## src/logic/bkc_pkg.sv

```systemverilog
`default_nettype none
package bkc_pkg;
   localparam int unsigned NUM_WORDS = 16;
   localparam int unsigned ADDR_W = 4;
   localparam int unsigned WORD_W = 9;
   localparam int unsigned CNT_W = 6;
   // control word layout
   localparam int unsigned W_CNT_LSB = 0;
   localparam int unsigned W_LAST_OSC = 6;
   localparam int unsigned W_CORR = 7;
   localparam int unsigned W_PAR = 8;
   localparam logic [5:0] CNT_RELOAD = 6'h20;
   localparam logic [5:0] CNT_ADD_Q0 = 6'h05;
   localparam logic [5:0] CNT_ADD_Q1 = 6'h03;
   localparam logic [5:0] CNT_SUB_Q2 = 6'h02;
   localparam logic [5:0] CNT_SUB_Q3 = 6'h04;
   // register map, byte offsets
   localparam logic [3:0] REG_STATUS = 4'h0;
   localparam logic [3:0] REG_CTRL = 4'h4;
   localparam logic [3:0] REG_STROBES = 4'h8;
   localparam logic [3:0] REG_LAST = 4'hC;
   localparam int unsigned CTRL_EN = 0;
   localparam int unsigned CTRL_PCHK = 1;
   localparam logic [1:0] CTRL_RESET = 2'h3;
   localparam int unsigned ST_PERR = 0;
   localparam int unsigned ST_PERR_ADR = 4;

   typedef enum logic [1:0] {
      PH_INIT,
      PH_IDLE,
      PH_READ,
      PH_HOLD
   } bkc_phase_e;

   // status lines of the selected line interface
   typedef struct packed {
      logic sync_line_indication;
      logic modem_clock_indication;
      logic [1:0] osc_select;
      logic rx_line_transition_compare;
      logic rx_clock_shift_indication;
   } bkc_line_s;
endpackage
`default_nettype wire

```

## src/logic/bkc_word_store.sv

```systemverilog
`default_nettype none
module bkc_word_store (
   input wire logic sys_clk,
   input wire logic wr_en,
   input wire logic [3:0] wr_addr,
   input wire logic [8:0] wr_data,
   input wire logic [3:0] rd_addr,
   output logic [8:0] rd_data
);
   logic [8:0] mem [0:15];
   always_ff @(posedge sys_clk) begin
      if (wr_en) begin
         mem[wr_addr] <= wr_data;
      end
      rd_data <= mem[rd_addr];
   end
endmodule
`default_nettype wire

```

## src/logic/bkc_bit_clock_control.sv

```systemverilog
// The placing of the registers and the Avalon-MM register port were chosen for this implementation.
`default_nettype none
module bkc_bit_clock_control (
   input wire logic sys_clk,
   input wire logic resetn,
   input wire logic [3:0] sel_lines,
   input wire logic read_gate,
   input wire logic write_gate,
   input wire bkc_pkg::bkc_line_s line_status,
   input wire logic [3:0] rx_osc,
   output logic bit_strobe,
   output logic [3:0] bit_strobe_addr,
   output logic clock_shift_reset,
   output logic parity_error,
   input wire logic [3:0] avs_address,
   input wire logic avs_read,
   input wire logic avs_write,
   input wire logic [31:0] avs_writedata,
   output logic [31:0] avs_readdata,
   output logic avs_waitrequest
);
   typedef struct packed {
      bkc_pkg::bkc_phase_e phase;
      logic [3:0] addr;
      logic [3:0] init_addr;
      logic present_osc_sample;
      bkc_pkg::bkc_line_s line;
      logic [8:0] new_word;
      logic strobe_pend;
      logic shift_pend;
      logic strobe;
      logic [3:0] strobe_addr;
      logic shift_rst;
      logic [1:0] ctrl;
      logic perr;
      logic [3:0] perr_addr;
      logic [15:0] strobes;
      logic [3:0] last_addr;
      logic [8:0] last_word;
      logic wait_n;
      logic [31:0] rdata;
      logic [3:0] osc_s1;
      logic [3:0] osc_s2;
      logic [3:0] osc_s3;
      logic [3:0] osc_f;
   } bkc_state_s;

   bkc_state_s st_ff;
   bkc_state_s nxt_st;
   logic [8:0] rd_word;
   logic mem_we;
   logic [3:0] mem_waddr;
   logic [8:0] mem_wdata;
   logic [3:0] osc_filt;

   // oscillators run free of sys_clk: a change counts once flops two and three agree
   for (genvar gi = 0; gi < 4; gi++) begin : g_osc_sync
      assign osc_filt[gi] = (st_ff.osc_s2[gi] == st_ff.osc_s3[gi]) ?
         st_ff.osc_s3[gi] : st_ff.osc_f[gi];
   end

   function automatic logic [8:0] with_parity(input logic [7:0] body);
      with_parity = {~^body, body};
   endfunction

   bkc_word_store u_store (
      .sys_clk(sys_clk),
      .wr_en(mem_we),
      .wr_addr(mem_waddr),
      .wr_data(mem_wdata),
      .rd_addr(sel_lines),
      .rd_data(rd_word)
   );

   always_comb begin
      logic [5:0] cnt;
      logic last_osc;
      logic corr;
      logic strobe_now;
      logic shift_now;
      logic perr_set;
      cnt = rd_word[5:0];
      last_osc = rd_word[bkc_pkg::W_LAST_OSC];
      corr = rd_word[bkc_pkg::W_CORR];
      strobe_now = 1'b0;
      shift_now = 1'b0;
      perr_set = 1'b0;
      nxt_st = st_ff;
      nxt_st.osc_s1 = rx_osc;
      nxt_st.osc_s2 = st_ff.osc_s1;
      nxt_st.osc_s3 = st_ff.osc_s2;
      // filtered level lags the pin by four edges
      nxt_st.osc_f = osc_filt;
      mem_we = 1'b0;
      mem_waddr = st_ff.addr;
      mem_wdata = st_ff.new_word;
      nxt_st.shift_rst = 1'b0;

      unique case (st_ff.phase)
         bkc_pkg::PH_INIT: begin
            // store has no reset; seed every word with a clean parity
            mem_we = 1'b1;
            mem_waddr = st_ff.init_addr;
            mem_wdata = with_parity({2'b00, bkc_pkg::CNT_RELOAD});
            nxt_st.init_addr = st_ff.init_addr + 4'h1;
            if (st_ff.init_addr == 4'hF) begin
               nxt_st.phase = bkc_pkg::PH_IDLE;
            end
         end
         bkc_pkg::PH_IDLE: begin
            if (read_gate) begin
               nxt_st.addr = sel_lines;
               nxt_st.line = line_status;
               nxt_st.present_osc_sample = st_ff.osc_f[line_status.osc_select];
               nxt_st.phase = bkc_pkg::PH_READ;
            end
         end
         bkc_pkg::PH_READ: begin
            // word out of the store is valid now
            if (st_ff.ctrl[bkc_pkg::CTRL_PCHK] && (^rd_word == 1'b0)) begin
               perr_set = 1'b1;
            end
            if (st_ff.ctrl[bkc_pkg::CTRL_EN]) begin
               if (st_ff.line.modem_clock_indication &&
                   st_ff.line.rx_clock_shift_indication) begin
                  cnt = bkc_pkg::CNT_RELOAD;
                  last_osc = st_ff.present_osc_sample;
                  shift_now = 1'b1;
               end else if (st_ff.present_osc_sample != last_osc) begin
                  last_osc = st_ff.present_osc_sample;
                  if (!st_ff.line.modem_clock_indication &&
                      st_ff.line.rx_line_transition_compare && !corr) begin
                     corr = 1'b1;
                     if (st_ff.line.sync_line_indication) begin
                        unique case (cnt[5:4])
                           2'b00: cnt = cnt + bkc_pkg::CNT_ADD_Q0;
                           2'b01: cnt = cnt + bkc_pkg::CNT_ADD_Q1;
                           2'b10: cnt = cnt - bkc_pkg::CNT_SUB_Q2;
                           2'b11: cnt = cnt - bkc_pkg::CNT_SUB_Q3;
                        endcase
                     end else begin
                        cnt = bkc_pkg::CNT_RELOAD;
                     end
                  end else begin
                     // modem clock, flag set or no transition: step by one only
                     cnt = cnt + 6'h01;
                     if (cnt == 6'h00) begin
                        strobe_now = 1'b1;
                        corr = 1'b0;
                     end
                  end
               end
               // equal samples fall through with the word unchanged
            end
            nxt_st.new_word = with_parity({corr, last_osc, cnt});
            nxt_st.strobe_pend = strobe_now;
            nxt_st.shift_pend = shift_now;
            if (perr_set) begin
               nxt_st.perr_addr = st_ff.addr;
            end
            nxt_st.phase = bkc_pkg::PH_HOLD;
         end
         bkc_pkg::PH_HOLD: begin
            if (write_gate) begin
               mem_we = 1'b1;
               // strobe held until the next write gate, one select cycle
               nxt_st.strobe = st_ff.strobe_pend;
               nxt_st.strobe_addr = st_ff.addr;
               nxt_st.shift_rst = st_ff.shift_pend;
               nxt_st.last_addr = st_ff.addr;
               nxt_st.last_word = st_ff.new_word;
               if (st_ff.strobe_pend) begin
                  nxt_st.strobes = st_ff.strobes + 16'h0001;
               end
               nxt_st.phase = bkc_pkg::PH_IDLE;
            end else if (read_gate) begin
               // missed write gate: drop the update, take the new select
               nxt_st.addr = sel_lines;
               nxt_st.line = line_status;
               nxt_st.present_osc_sample = st_ff.osc_f[line_status.osc_select];
               nxt_st.phase = bkc_pkg::PH_READ;
            end
         end
      endcase

      // register slave: one wait cycle, answer on the second edge
      if ((avs_read || avs_write) && st_ff.wait_n) begin
         nxt_st.wait_n = 1'b0;
         unique case (avs_address)
            bkc_pkg::REG_STATUS: begin
               nxt_st.rdata = {24'h000000, st_ff.perr_addr, 3'h0, st_ff.perr};
            end
            bkc_pkg::REG_CTRL: begin
               nxt_st.rdata = {30'h00000000, st_ff.ctrl};
            end
            bkc_pkg::REG_STROBES: begin
               nxt_st.rdata = {16'h0000, st_ff.strobes};
            end
            bkc_pkg::REG_LAST: begin
               nxt_st.rdata = {19'h00000, st_ff.last_addr, st_ff.last_word};
            end
            default: begin
               nxt_st.rdata = 32'h00000000;
            end
         endcase
      end else if (!st_ff.wait_n) begin
         nxt_st.wait_n = 1'b1;
         if (avs_write) begin
            if (avs_address == bkc_pkg::REG_CTRL) begin
               nxt_st.ctrl = avs_writedata[1:0];
            end
            if ((avs_address == bkc_pkg::REG_STATUS) &&
                avs_writedata[bkc_pkg::ST_PERR]) begin
               nxt_st.perr = 1'b0;
            end
            if (avs_address == bkc_pkg::REG_STROBES) begin
               nxt_st.strobes = 16'h0000;
            end
         end
      end
      // a new error wins over a clear in the same cycle
      if (perr_set) begin
         nxt_st.perr = 1'b1;
      end
   end

   always_ff @(posedge sys_clk) begin
      if (!resetn) begin
         st_ff <= '0;
         st_ff.phase <= bkc_pkg::PH_INIT;
         st_ff.ctrl <= bkc_pkg::CTRL_RESET;
         st_ff.wait_n <= 1'b1;
      end else begin
         st_ff <= nxt_st;
      end
   end

   assign bit_strobe = st_ff.strobe;
   assign bit_strobe_addr = st_ff.strobe_addr;
   assign clock_shift_reset = st_ff.shift_rst;
   assign parity_error = st_ff.perr;
   assign avs_readdata = st_ff.rdata;
   assign avs_waitrequest = st_ff.wait_n;
endmodule
`default_nettype wire

```

## config.mk

```make
export PLATFORM = sky130hd
export DESIGN_NAME = bkc_bit_clock_control
export DESIGN_NICKNAME = d
export VERILOG_FILES = /design/src/logic/bkc_pkg.sv /design/src/logic/bkc_word_store.sv /design/src/logic/bkc_bit_clock_control.sv
export SDC_FILE = /design/constraint.sdc
export NUM_CORES = 1
export LEC_CHECK = 0
export BUFFER_PORTS_ARGS = -buffer_cell sky130_fd_sc_hd__buf_2
export CAP_MARGIN = 20
export CORE_MARGIN = 8
export CORE_UTILIZATION = 40
export DETAILED_ROUTE_END_ITERATION = 10
export HOLD_SLACK_MARGIN = 0.1
export SLEW_MARGIN = 20
export SYNTH_ARGS = -nofsm -noshare
export SYNTH_HDL_FRONTEND = slang
export SYNTH_HIERARCHICAL = 1
export SYNTH_SLANG_ARGS = --single-unit
```

## constraint.sdc

```tcl
create_clock -name sys_clk -period 9.4 [get_ports sys_clk]
set_clock_uncertainty 0.15 [all_clocks]
set_input_delay 0.47 -clock sys_clk [delete_from_list [all_inputs] [get_ports sys_clk]]
set_output_delay 0.47 -clock sys_clk [all_outputs]
set_load 0.02 [all_outputs]
```

==> results.sh, run 1 <==
export IMPL_outcome="finished clean"
export IMPL_maxUsedRoutingLayer="met4"
export IMPL_fmax_ghz=0.298
export IMPL_reg2reg_slack_ps=6050
export IMPL_met3_length_um=1240
export IMPL_hold_depth=3
export IMPL_track_usage_pct=14.0
export IMPL_wl_met1_um=10300
export IMPL_fin_ws_ps=6050
export IMPL_die_h_um=180
export IMPL_worstPathRequired_ps=9380
export IMPL_die_area_mm2=0.0325
export IMPL_setup_viol_count_final=0
export IMPL_diodes=0
export IMPL_portBuffers=49
export IMPL_clock_sinks=250
export IMPL_cts_inserted_buffers=28
export IMPL_grt_pass1_wl_um=36400
export IMPL_synth_xor_area_share_pct=3.33
export IMPL_wl_met2_um=10700
export IMPL_hp_class="input port to flop"
export IMPL_fin_crit_ps=3350
export IMPL_cts_tree="yes"
export IMPL_core_area_mm2=0.0267
export IMPL_detail_route_first_pass_iterations=5
export IMPL_synth_edf_count=144
export IMPL_cp_end_kind="flop"
export IMPL_nets=945
export IMPL_post_route_period_util_pct=35.6
export IMPL_final_common_cell="edfxtp_1"
export IMPL_relSlewSlack_pct=36.1
export IMPL_synth_cell_types=69
export IMPL_slew_violations=0
export IMPL_synth_area_per_cell_um2=13.0
export IMPL_dp_cells=1171
export IMPL_yosys_area_top_type="edfxtp_1"
export IMPL_first_global_vias=6456
export IMPL_synth_compound_area_share_pct=7.56
export IMPL_initial_core_util_pct=40.4
export IMPL_crit_arrival_ps=3330
export IMPL_power_mw=2.92
export IMPL_ys_ff_latch=250
export IMPL_yosys_mux_area_fraction_pct=11.7
export IMPL_detail_route_iter0_violations=456
export IMPL_post_route_drc_count=0
export IMPL_start_kind="flop"
export IMPL_final_core_util_pct=45.4
export IMPL_yosysWarnings=6
export IMPL_finalSetupTns_ps=0
export IMPL_yosysSeqAreaShare_pct=59.7
export IMPL_clk_pin_slew_ps=60
export IMPL_root_buffer="clkbuf_16"
export IMPL_drive_gt1_share_pct=17.4
export IMPL_rsz0062_at_grt="no"
export IMPL_grt_ovfl_total=0
export IMPL_fp_dieW_um=180
export IMPL_dpl_hpwl_um=15000
export IMPL_synth_area_mm2=0.0108
export IMPL_synth_ff_type="edfxtp_1"
export IMPL_final_cells=1232
export IMPL_routed_wl_um=22800
export IMPL_hold_viol=0
export IMPL_antenna_found_initial=0
export IMPL_area_growth_pct=12.4
export IMPL_cp_max_fo=21
export IMPL_synth_top_cell_area_share_pct=40.1
export IMPL_syn_inst=831
export IMPL_rows=60
export IMPL_reg2reg_to="u_store/mem[3][6]$_DFFE_PP_"
export IMPL_synthAdderAreaFrac_pct=2.27
export IMPL_hp_start="sel_lines[2]"
export IMPL_synth_top_family_by_area="multiplexers"
export IMPL_htreeDepth=1
export IMPL_grt_max_degree=65
export IMPL_synthArstFlopShare_pct=0
export IMPL_viasPerCell=5.24
export IMPL_yosys_area_share_simple_pct=10.5
export IMPL_power_leakage_nw=4.46
export IMPL_reg2reg_depth=5
export IMPL_rr_startpoint="st_ff[117]$_SDFFE_PN0P_"
export IMPL_crit_type="flop to flop"
export IMPL_ioPinCount=96
export IMPL_holdPathEnd="st_ff[115]$_SDFFE_PN0P_"
export IMPL_tightest_slew_ps=954
export IMPL_gp_congestion=0.848
export IMPL_wl_per_cell_um=18.5
export IMPL_preCtsSetupSlack_ps=6110
export IMPL_postRouteAntennaNets=0
export IMPL_synth_top_cells_by_area="edfxtp_1, dfxtp_1, mux4_2"
export IMPL_drv_cap=0
export IMPL_clock_latency_ps=530
export IMPL_ir_drop_mv=0.122
export IMPL_clockBufferDepth=3
export IMPL_most_common_layout_cells="edfxtp_1, dfxtp_1, nor2_1"
export IMPL_p_per_area_mw_per_mm2=241
export IMPL_vias=6451
[worst max-delay path, stage by stage (launching register included)]
cell	delay (ps)
dfxtp_1	340
inv_1	110
ha_1	710
mux2_2	440
or3b_2	520
nor2_1	700
[state kept, by name (all words and copies together) (netlist names)]
register and cells:
avs_waitrequest 1, clock_shift_reset 1, st_ff 69, nxt_st 8, u_store/rd_data 9, parity_error 1
bit_strobe 1, u_store/mem 144, avs_readdata 16
[how the worst max path moves through the flow]
stage                       startpoint                           to
2_1_floorplan  st_ff[118]$_SDFFE_PN0P_  u_store/mem[0][0]$_DFFE_PP_
3_3_place_gp   st_ff[117]$_SDFFE_PN0P_  u_store/mem[1][5]$_DFFE_PP_
3_5_place_dp   st_ff[117]$_SDFFE_PN0P_  u_store/mem[3][5]$_DFFE_PP_
4_1_cts        st_ff[117]$_SDFFE_PN0P_  u_store/mem[3][5]$_DFFE_PP_
5_1_grt        st_ff[118]$_SDFFE_PN0P_  u_store/mem[3][6]$_DFFE_PP_
6_report       st_ff[117]$_SDFFE_PN0P_  u_store/mem[3][6]$_DFFE_PP_
[repair_timing]
item	4_1_cts	5_1_grt
buffers inserted	0	0
hold buffers	10	0
endpoints found under the hold margin	10	0
resized for setup	0	0
[area by class of cell]
type / count / area (um^2)
Timing Repair Buffer: 68 / 413
Tap cell: 341 / 427
Multi-Input combinational cell: 509 / 3910
Clock inverter: 11 / 109
Clock buffer: 40 / 778
Sequential cell: 250 / 6450
Fill cell: 2413 / 14600
Inverter: 13 / 50.0
[per-layer routing]
layer	GRT usage (%)	vias up
li1	-	3101
met1	18.1	3156
met2	22.9	159
met3	3.08	35
met4	4.53	0
met5	0	-
[cells in the mapped netlist, types with 2 or more instances]
cell type,n
edfxtp_1,144
dfxtp_1,106
nor2_1,80
nand2_1,75
buf_4,37
a21oi_1,33
a22oi_1,33
mux4_2,23
clkbuf_1,22
ha_1,18
mux2i_1,18
xnor2_1,18
and2_1,16
xor2_1,16
mux2_2,15
mux4_1,15
nand3_1,15
o21ai_0,15
nor2b_1,13
inv_1,11
nor3_1,11
and3_1,7
a211oi_1,6
buf_2,6
nand2b_1,6
o31ai_1,5
a22o_1,4
nand4_1,4
a311oi_1,3
buf_6,3
nand3b_1,3
o21ai_1,3
o22ai_1,3
or3_1,3
a221oi_1,2
buf_1,2
inv_2,2
nor4_1,2
or2_2,2
xnor3_1,2
[cell families after synthesis]
family / after synthesis
flops: 250
simple gates: 245
compound gates: 121
buf+inv: 87
mux: 71
xor+xnor: 37
fa+ha+maj: 19
other cells: 1
[through the flow]
stage	cell area (um^2)	hold WS (ps)
CTS	12100	119
finish	12100	143
global route	12100	146
global placement	11100	267
floorplan	10900	262
detailed placement	11100	270
[power by group]
group	leakage [nW]	switching (mW)	internal, mW
Combinational	1.81	0.327	0.199
Sequential	2.21	0.0536	1.30
Clock	0.436	0.414	0.629
Total	4.46	0.795	2.13
Power figures use the tool's default switching activity.
==> run 2, diff against run 1 <==
==> constraint.sdc (replaced) <==
create_clock -name sys_clk -period 2.8 [get_ports sys_clk]
set_clock_uncertainty 0.15 [all_clocks]
set_input_delay 0.14 -clock sys_clk [delete_from_list [all_inputs] [get_ports sys_clk]]
set_output_delay 0.14 -clock sys_clk [all_outputs]
set_load 0.02 [all_outputs]
==> run 2 against run 1 <==
Against the previous run:
- sequential share of layout area shrank 2.3 points
- clock power grew to 3.1 times the previous value
- flip-flop and latch count did not move
- setup slack worse by 5900 ps
- first-iteration DRC count shrank 4.6%
- final cell count grew 5.8%
- clock-buffer cell count is 1 lower
- hold slack improved by 28 ps
- power grew to 3.3 times the previous value
- core utilization increased by 2.1 points
- combinational power rose to 3.7 times the previous value
- non-clock buffer count up 74
==> results.sh, run 2 (same netlist as run 1, synthesis figures left out) <==
export IMPL_outcome="finished clean"
export IMPL_grt_ovfl_total=0
export IMPL_p_per_area_mw_per_mm2=764
export IMPL_grt_pass1_wl_um=37700
export IMPL_clock_latency_ps=520
export IMPL_rows=60
export IMPL_area_growth_pct=17.5
export IMPL_dpl_hpwl_um=16200
export IMPL_root_buffer="clkbuf_16"
export IMPL_cp_max_fo=3
export IMPL_cts_inserted_buffers=26
export IMPL_cp_end_kind="flop"
export IMPL_crit_slowest_cell="o31a_2"
export IMPL_gp_congestion=0.841
export IMPL_largest_reg_flops=144
export IMPL_routed_wl_um=23700
export IMPL_rsz0062_at_grt="no"
export IMPL_antenna_found_initial=0
export IMPL_drive_gt1_share_pct=20.7
export IMPL_fp_dieW_um=180
export IMPL_post_cts_buffers=0
export IMPL_post_route_drc_count=0
export IMPL_crit_arrival_ps=2940
export IMPL_crit_chain="inv_1, ha_2, inv_1, ha_1, a21oi_2, or3_1, xnor2_1, nor4_1, o31a_2, xnor3_1, o22ai_1"
export IMPL_slew_violations=0
export IMPL_vias=6746
export IMPL_fmax_ghz=0.379
export IMPL_preCtsSetupSlack_ps=94.2
export IMPL_portBuffers=49
export IMPL_worstPathRequired_ps=3100
export IMPL_die_area_mm2=0.0325
export IMPL_clk_pin_slew_ps=60
export IMPL_most_common_layout_cells="edfxtp_1, dfxtp_1, nor2_1"
export IMPL_ir_drop_mv=0.522
export IMPL_core_area_mm2=0.0267
export IMPL_clockBufferDepth=3
export IMPL_first_global_vias=6730
export IMPL_initial_core_util_pct=40.4
export IMPL_start_kind="flop"
export IMPL_wl_per_cell_um=18.2
export IMPL_tightest_slew_ps=772
export IMPL_top_register="u_store/mem"
export IMPL_hp_class="input port to flop"
export IMPL_detail_route_first_pass_iterations=5
export IMPL_path_common_cell="inv_1"
export IMPL_nets=1017
export IMPL_hp_start="avs_address[2]"
export IMPL_htreeDepth=1
export IMPL_hold_viol=0
export IMPL_post_route_period_util_pct=94.2
export IMPL_rr_startpoint="u_store/rd_data[5]$_DFF_P_"
export IMPL_postRouteAntennaNets=0
export IMPL_ioPinCount=96
export IMPL_setup_viol_count_final=0
export IMPL_fin_ws_ps=161
export IMPL_diodes=0
export IMPL_slowest_delay_ps=360
export IMPL_viasPerCell=5.18
export IMPL_grt_max_degree=34
export IMPL_track_usage_pct=14.3
export IMPL_cp_buffers_inverters=2
export IMPL_cts_tree="yes"
export IMPL_power_mw=9.69
export IMPL_relSlewSlack_pct=48.2
export IMPL_detail_route_iter0_violations=435
export IMPL_crit_type="flop to flop"
export IMPL_die_h_um=180
export IMPL_final_common_cell="edfxtp_1"
export IMPL_drv_cap=0
export IMPL_clock_sinks=250
export IMPL_fin_crit_ps=2640
export IMPL_cp_top_family="compound AO/OA/AOI/OAI gates"
export IMPL_critical_path_startpoint="u_store/rd_data[5]$_DFF_P_"
export IMPL_power_leakage_nw=4.77
## run 2: cell types whose count changed in the layout (fill, tap and decap cells not counted), moves of 2 or more
cell and change:
buf_4 +46, dlygate4sd3_1 +26, nor2b_1 +4, nor2b_2 -4
clkbuf_8 +3, buf_12 +2, bufinv_16 -2, clkbuf_16 -2
clkinv_4 -2, o31ai_2 +2
## run 2: what timing repair did
item	4_1_cts	5_1_grt
hold buffers	36	0
setup endpoints to repair	0	2
endpoints found under the hold margin	62	0
gates resized for setup	0	4
## run 2: tightest hold or removal path: stages
cell and delay (ps):
buf_2 250, mux4_2 270, a22oi_1 60, nor2_1 70
## run 2: power by group
part / internal, mW / switching [mW]
combinational: 0.805 / 1.15
clock: 1.87 / 1.35
sequential: 4.36 / 0.167
## run 2: final cells by class
type                       count  area [um^2]
clock buffer                  39          761
clock inverter                 9         42.5
fill                        2369        14000
inverter                      13         48.8
multi-input combinational    509         3910
sequential                   250         6450
tap                          341          427
timing repair buffer         142         1060
## run 2: per-stage QoR
stage	std cells	TNS [ps]	utilization, %	area, um^2	hold slack, ps
3_3_place_gp	1219	0	43.0	11500	196
3_5_place_dp	1219	0	43.0	11500	200
6_report	1303	0	47.5	12700	171
4_1_cts	1303	0	47.4	12700	162
2_1_floorplan	846	-1620	-	10900	117
5_1_grt	1303	0	47.5	12700	193
## run 2: final timing paths
check | to | slack, ps | cells past startpoint
max reg2reg | st_ff[101]$_SDFFE_PN0P_ | 160 | 11
max | st_ff[101]$_SDFFE_PN0P_ | 160 | 11
min reg2reg | nxt_st[5]$_SDFF_PN0_ | 280 | 1
min | avs_readdata[0]$_SDFFE_PN0P_ | 170 | 4
## run 2: layer usage
metal  GRT usage (%)  vias to the layer above  share of wire, %
met3            2.98                       44               5.7
met5               0                        -                 0
met2            23.5                      192                48
met1            18.9                     3274                44
met4            4.30                        0               2.6
li1                -                     3236                 -
==> run 3, diff against run 2 <==
--- a/config.mk
+++ b/config.mk
@@ -11,6 +11,7 @@
 export CORE_UTILIZATION = 40
 export DETAILED_ROUTE_END_ITERATION = 10
 export HOLD_SLACK_MARGIN = 0.1
+export RECOVER_POWER = 50
 export SLEW_MARGIN = 20
 export SYNTH_ARGS = -nofsm -noshare
 export SYNTH_HDL_FRONTEND = slang
==> run 3 against run 2 <==
Against the previous run:
- sequential share of layout area is 0.32 points higher
- sequential power hardly changed
- power is 0.28% lower
- register-to-register slack hardly changed
- global-route usage stayed put
- fmax is 0.27% lower
- routed wire length hardly changed
- non-clock buffer count stayed put
- final cell count stayed put
- clock power hardly changed
- via count is 0.40% lower
- critical endpoint unchanged
- largest power group unchanged
==> results.sh, run 3 (same netlist as run 1, synthesis figures left out) <==
export IMPL_outcome="finished clean"
export IMPL_crit_arrival_ps=2940
export IMPL_dpl_hpwl_um=16200
export IMPL_die_h_um=180
export IMPL_start_kind="flop"
export IMPL_die_area_mm2=0.0325
export IMPL_grt_max_degree=34
export IMPL_ioPinCount=96
export IMPL_post_route_period_util_pct=94.5
export IMPL_core_area_mm2=0.0267
export IMPL_final_cell_area_mm2=0.0126
export IMPL_ir_drop_mv=0.523
export IMPL_p_per_area_mw_per_mm2=767
export IMPL_top_register="u_store/mem"
export IMPL_crit_path_end="st_ff[101]$_SDFFE_PN0P_"
export IMPL_clk_pin_slew_ps=60
export IMPL_hp_class="input port to flop"
export IMPL_gp_congestion=0.841
export IMPL_initial_core_util_pct=40.4
export IMPL_rows=60
export IMPL_wl_per_cell_um=18.2
export IMPL_cp_end_kind="flop"
export IMPL_postRouteAntennaNets=0
export IMPL_power_leakage_nw=4.61
export IMPL_crit_type="flop to flop"
export IMPL_critical_path_startpoint="u_store/rd_data[5]$_DFF_P_"
export IMPL_cts_tree="yes"
export IMPL_clock_sinks=250
export IMPL_cp_max_fo=3
export IMPL_fp_dieW_um=180
export IMPL_root_buffer="clkbuf_16"
export IMPL_dpl_cell_area_mm2=0.0115
export IMPL_final_cells=1303
export IMPL_final_common_cell="edfxtp_1"
export IMPL_detail_route_iter0_violations=426
export IMPL_reg2reg_depth=11
export IMPL_dp_cells=1219
export IMPL_power_mw=9.67
export IMPL_routed_wl_um=23700
export IMPL_vias=6719
export IMPL_area_growth_pct=16.8
export IMPL_relSlewSlack_pct=33.0
export IMPL_rr_startpoint="u_store/rd_data[5]$_DFF_P_"
export IMPL_drv_cap=0
export IMPL_rsz0062_at_grt="no"
export IMPL_hold_viol=0
export IMPL_detail_route_first_pass_iterations=7
export IMPL_slew_violations=0
export IMPL_most_common_layout_cells="edfxtp_1, dfxtp_1, nor2_1"
export IMPL_antenna_found_initial=0
export IMPL_first_global_vias=6730
export IMPL_setup_viol_count_final=0
export IMPL_grt_ovfl_total=0
export IMPL_htreeDepth=1
export IMPL_fmax_ghz=0.378
export IMPL_clock_latency_ps=520
export IMPL_reg2reg_to="st_ff[101]$_SDFFE_PN0P_"
export IMPL_clockBufferDepth=3
export IMPL_nets=1017
export IMPL_fin_crit_ps=2650
export IMPL_track_usage_pct=14.3
export IMPL_drive_gt1_share_pct=16.7
export IMPL_portBuffers=49
export IMPL_tightest_slew_ps=1000
export IMPL_worstPathRequired_ps=3100
export IMPL_grt_pass1_wl_um=37700
export IMPL_reg2reg_slack_ps=150
export IMPL_diodes=0
export IMPL_largest_reg_flops=144
export IMPL_cts_inserted_buffers=26
export IMPL_post_route_drc_count=0
export IMPL_viasPerCell=5.16
==> run 3: cell count changes in the layout (fill, tap and decap cells not counted), sizes merged <==
cell | before | now
clkbuf | 39 | 78
buf | 106 | 67
==> run 3: repair_timing <==
| action | CTS | global route |
|---|---|---|
| hold buffers | 36 | 0 |
| endpoints found under the hold margin | 62 | 0 |
| setup buffers | 0 | 0 |
| endpoints found under the setup margin | 0 | 2 |
| resized for setup | 0 | 4 |
==> run 3: routing by layer <==
layer | vias to the layer above | share of wire [%] | wire length (um) | global-route usage (%)
met3 | 44 | 5.1 | 1210 | 2.98
met5 | - | 0 | 0 | 0
met1 | 3267 | 44 | 10500 | 18.9
li1 | 3241 | - | - | -
met4 | 0 | 2.6 | 612 | 4.30
met2 | 167 | 48 | 11300 | 23.5
==> run 3: layout make-up <==
type | instances | area, um^2
clock buffers | 39 | 761
clock inverters | 9 | 42.5
fillers | 2406 | 14100
inverters | 13 | 48.8
multi-input cells | 509 | 3910
flip-flops and latches | 250 | 6450
well taps | 341 | 427
repair buffers | 142 | 980
==> run 3: through the flow <==
| stage | TNS, ps | setup slack [ps] | util, % | hold slack, ps |
|---|---|---|---|---|
| final | 0 | 154 | 47.2 | 175 |
| after global routing | 0 | 7.57 | 47.2 | 193 |
| after CTS | 0 | 65.5 | 47.4 | 162 |
| after detailed placement | 0 | 94.2 | 43.0 | 200 |
| after global placement | 0 | 130 | 43.0 | 196 |
| after floorplan | -1620 | -50.0 | - | 117 |
==> run 3: worst max-delay path, cell delays in order (launching register included) <==
cell and delay (ps):
dfxtp_1 310, inv_1 70, ha_2 200, inv_1 50, ha_1 330, a21oi_2 80, or3_1 320, xnor2_1 140
nor4_1 60, o31a_2 360, xnor3_1 360, o22ai_1 150
==> run 3: worst min-delay path by stage <==
stage	end	cells after the start	startpoint
3_5_place_dp	nxt_st[9]$_SDFF_PN0_	2	rx_osc[1]
5_1_grt	st_ff[114]$_SDFFE_PN0P_	4	sel_lines[1]
6_report	avs_readdata[0]$_SDFFE_PN0P_	4	avs_address[2]
3_3_place_gp	nxt_st[9]$_SDFF_PN0_	2	rx_osc[1]
2_1_floorplan	nxt_st[10]$_SDFF_PN0_	1	rx_osc[2]
4_1_cts	avs_readdata[5]$_SDFFE_PN0P_	4	avs_read
==> run 3: power breakdown <==
part / internal, mW / switching (mW)
Combinational: 0.775 / 1.15
Clock: 1.87 / 1.35
Sequential: 4.36 / 0.169
Total: 7.00 / 2.66
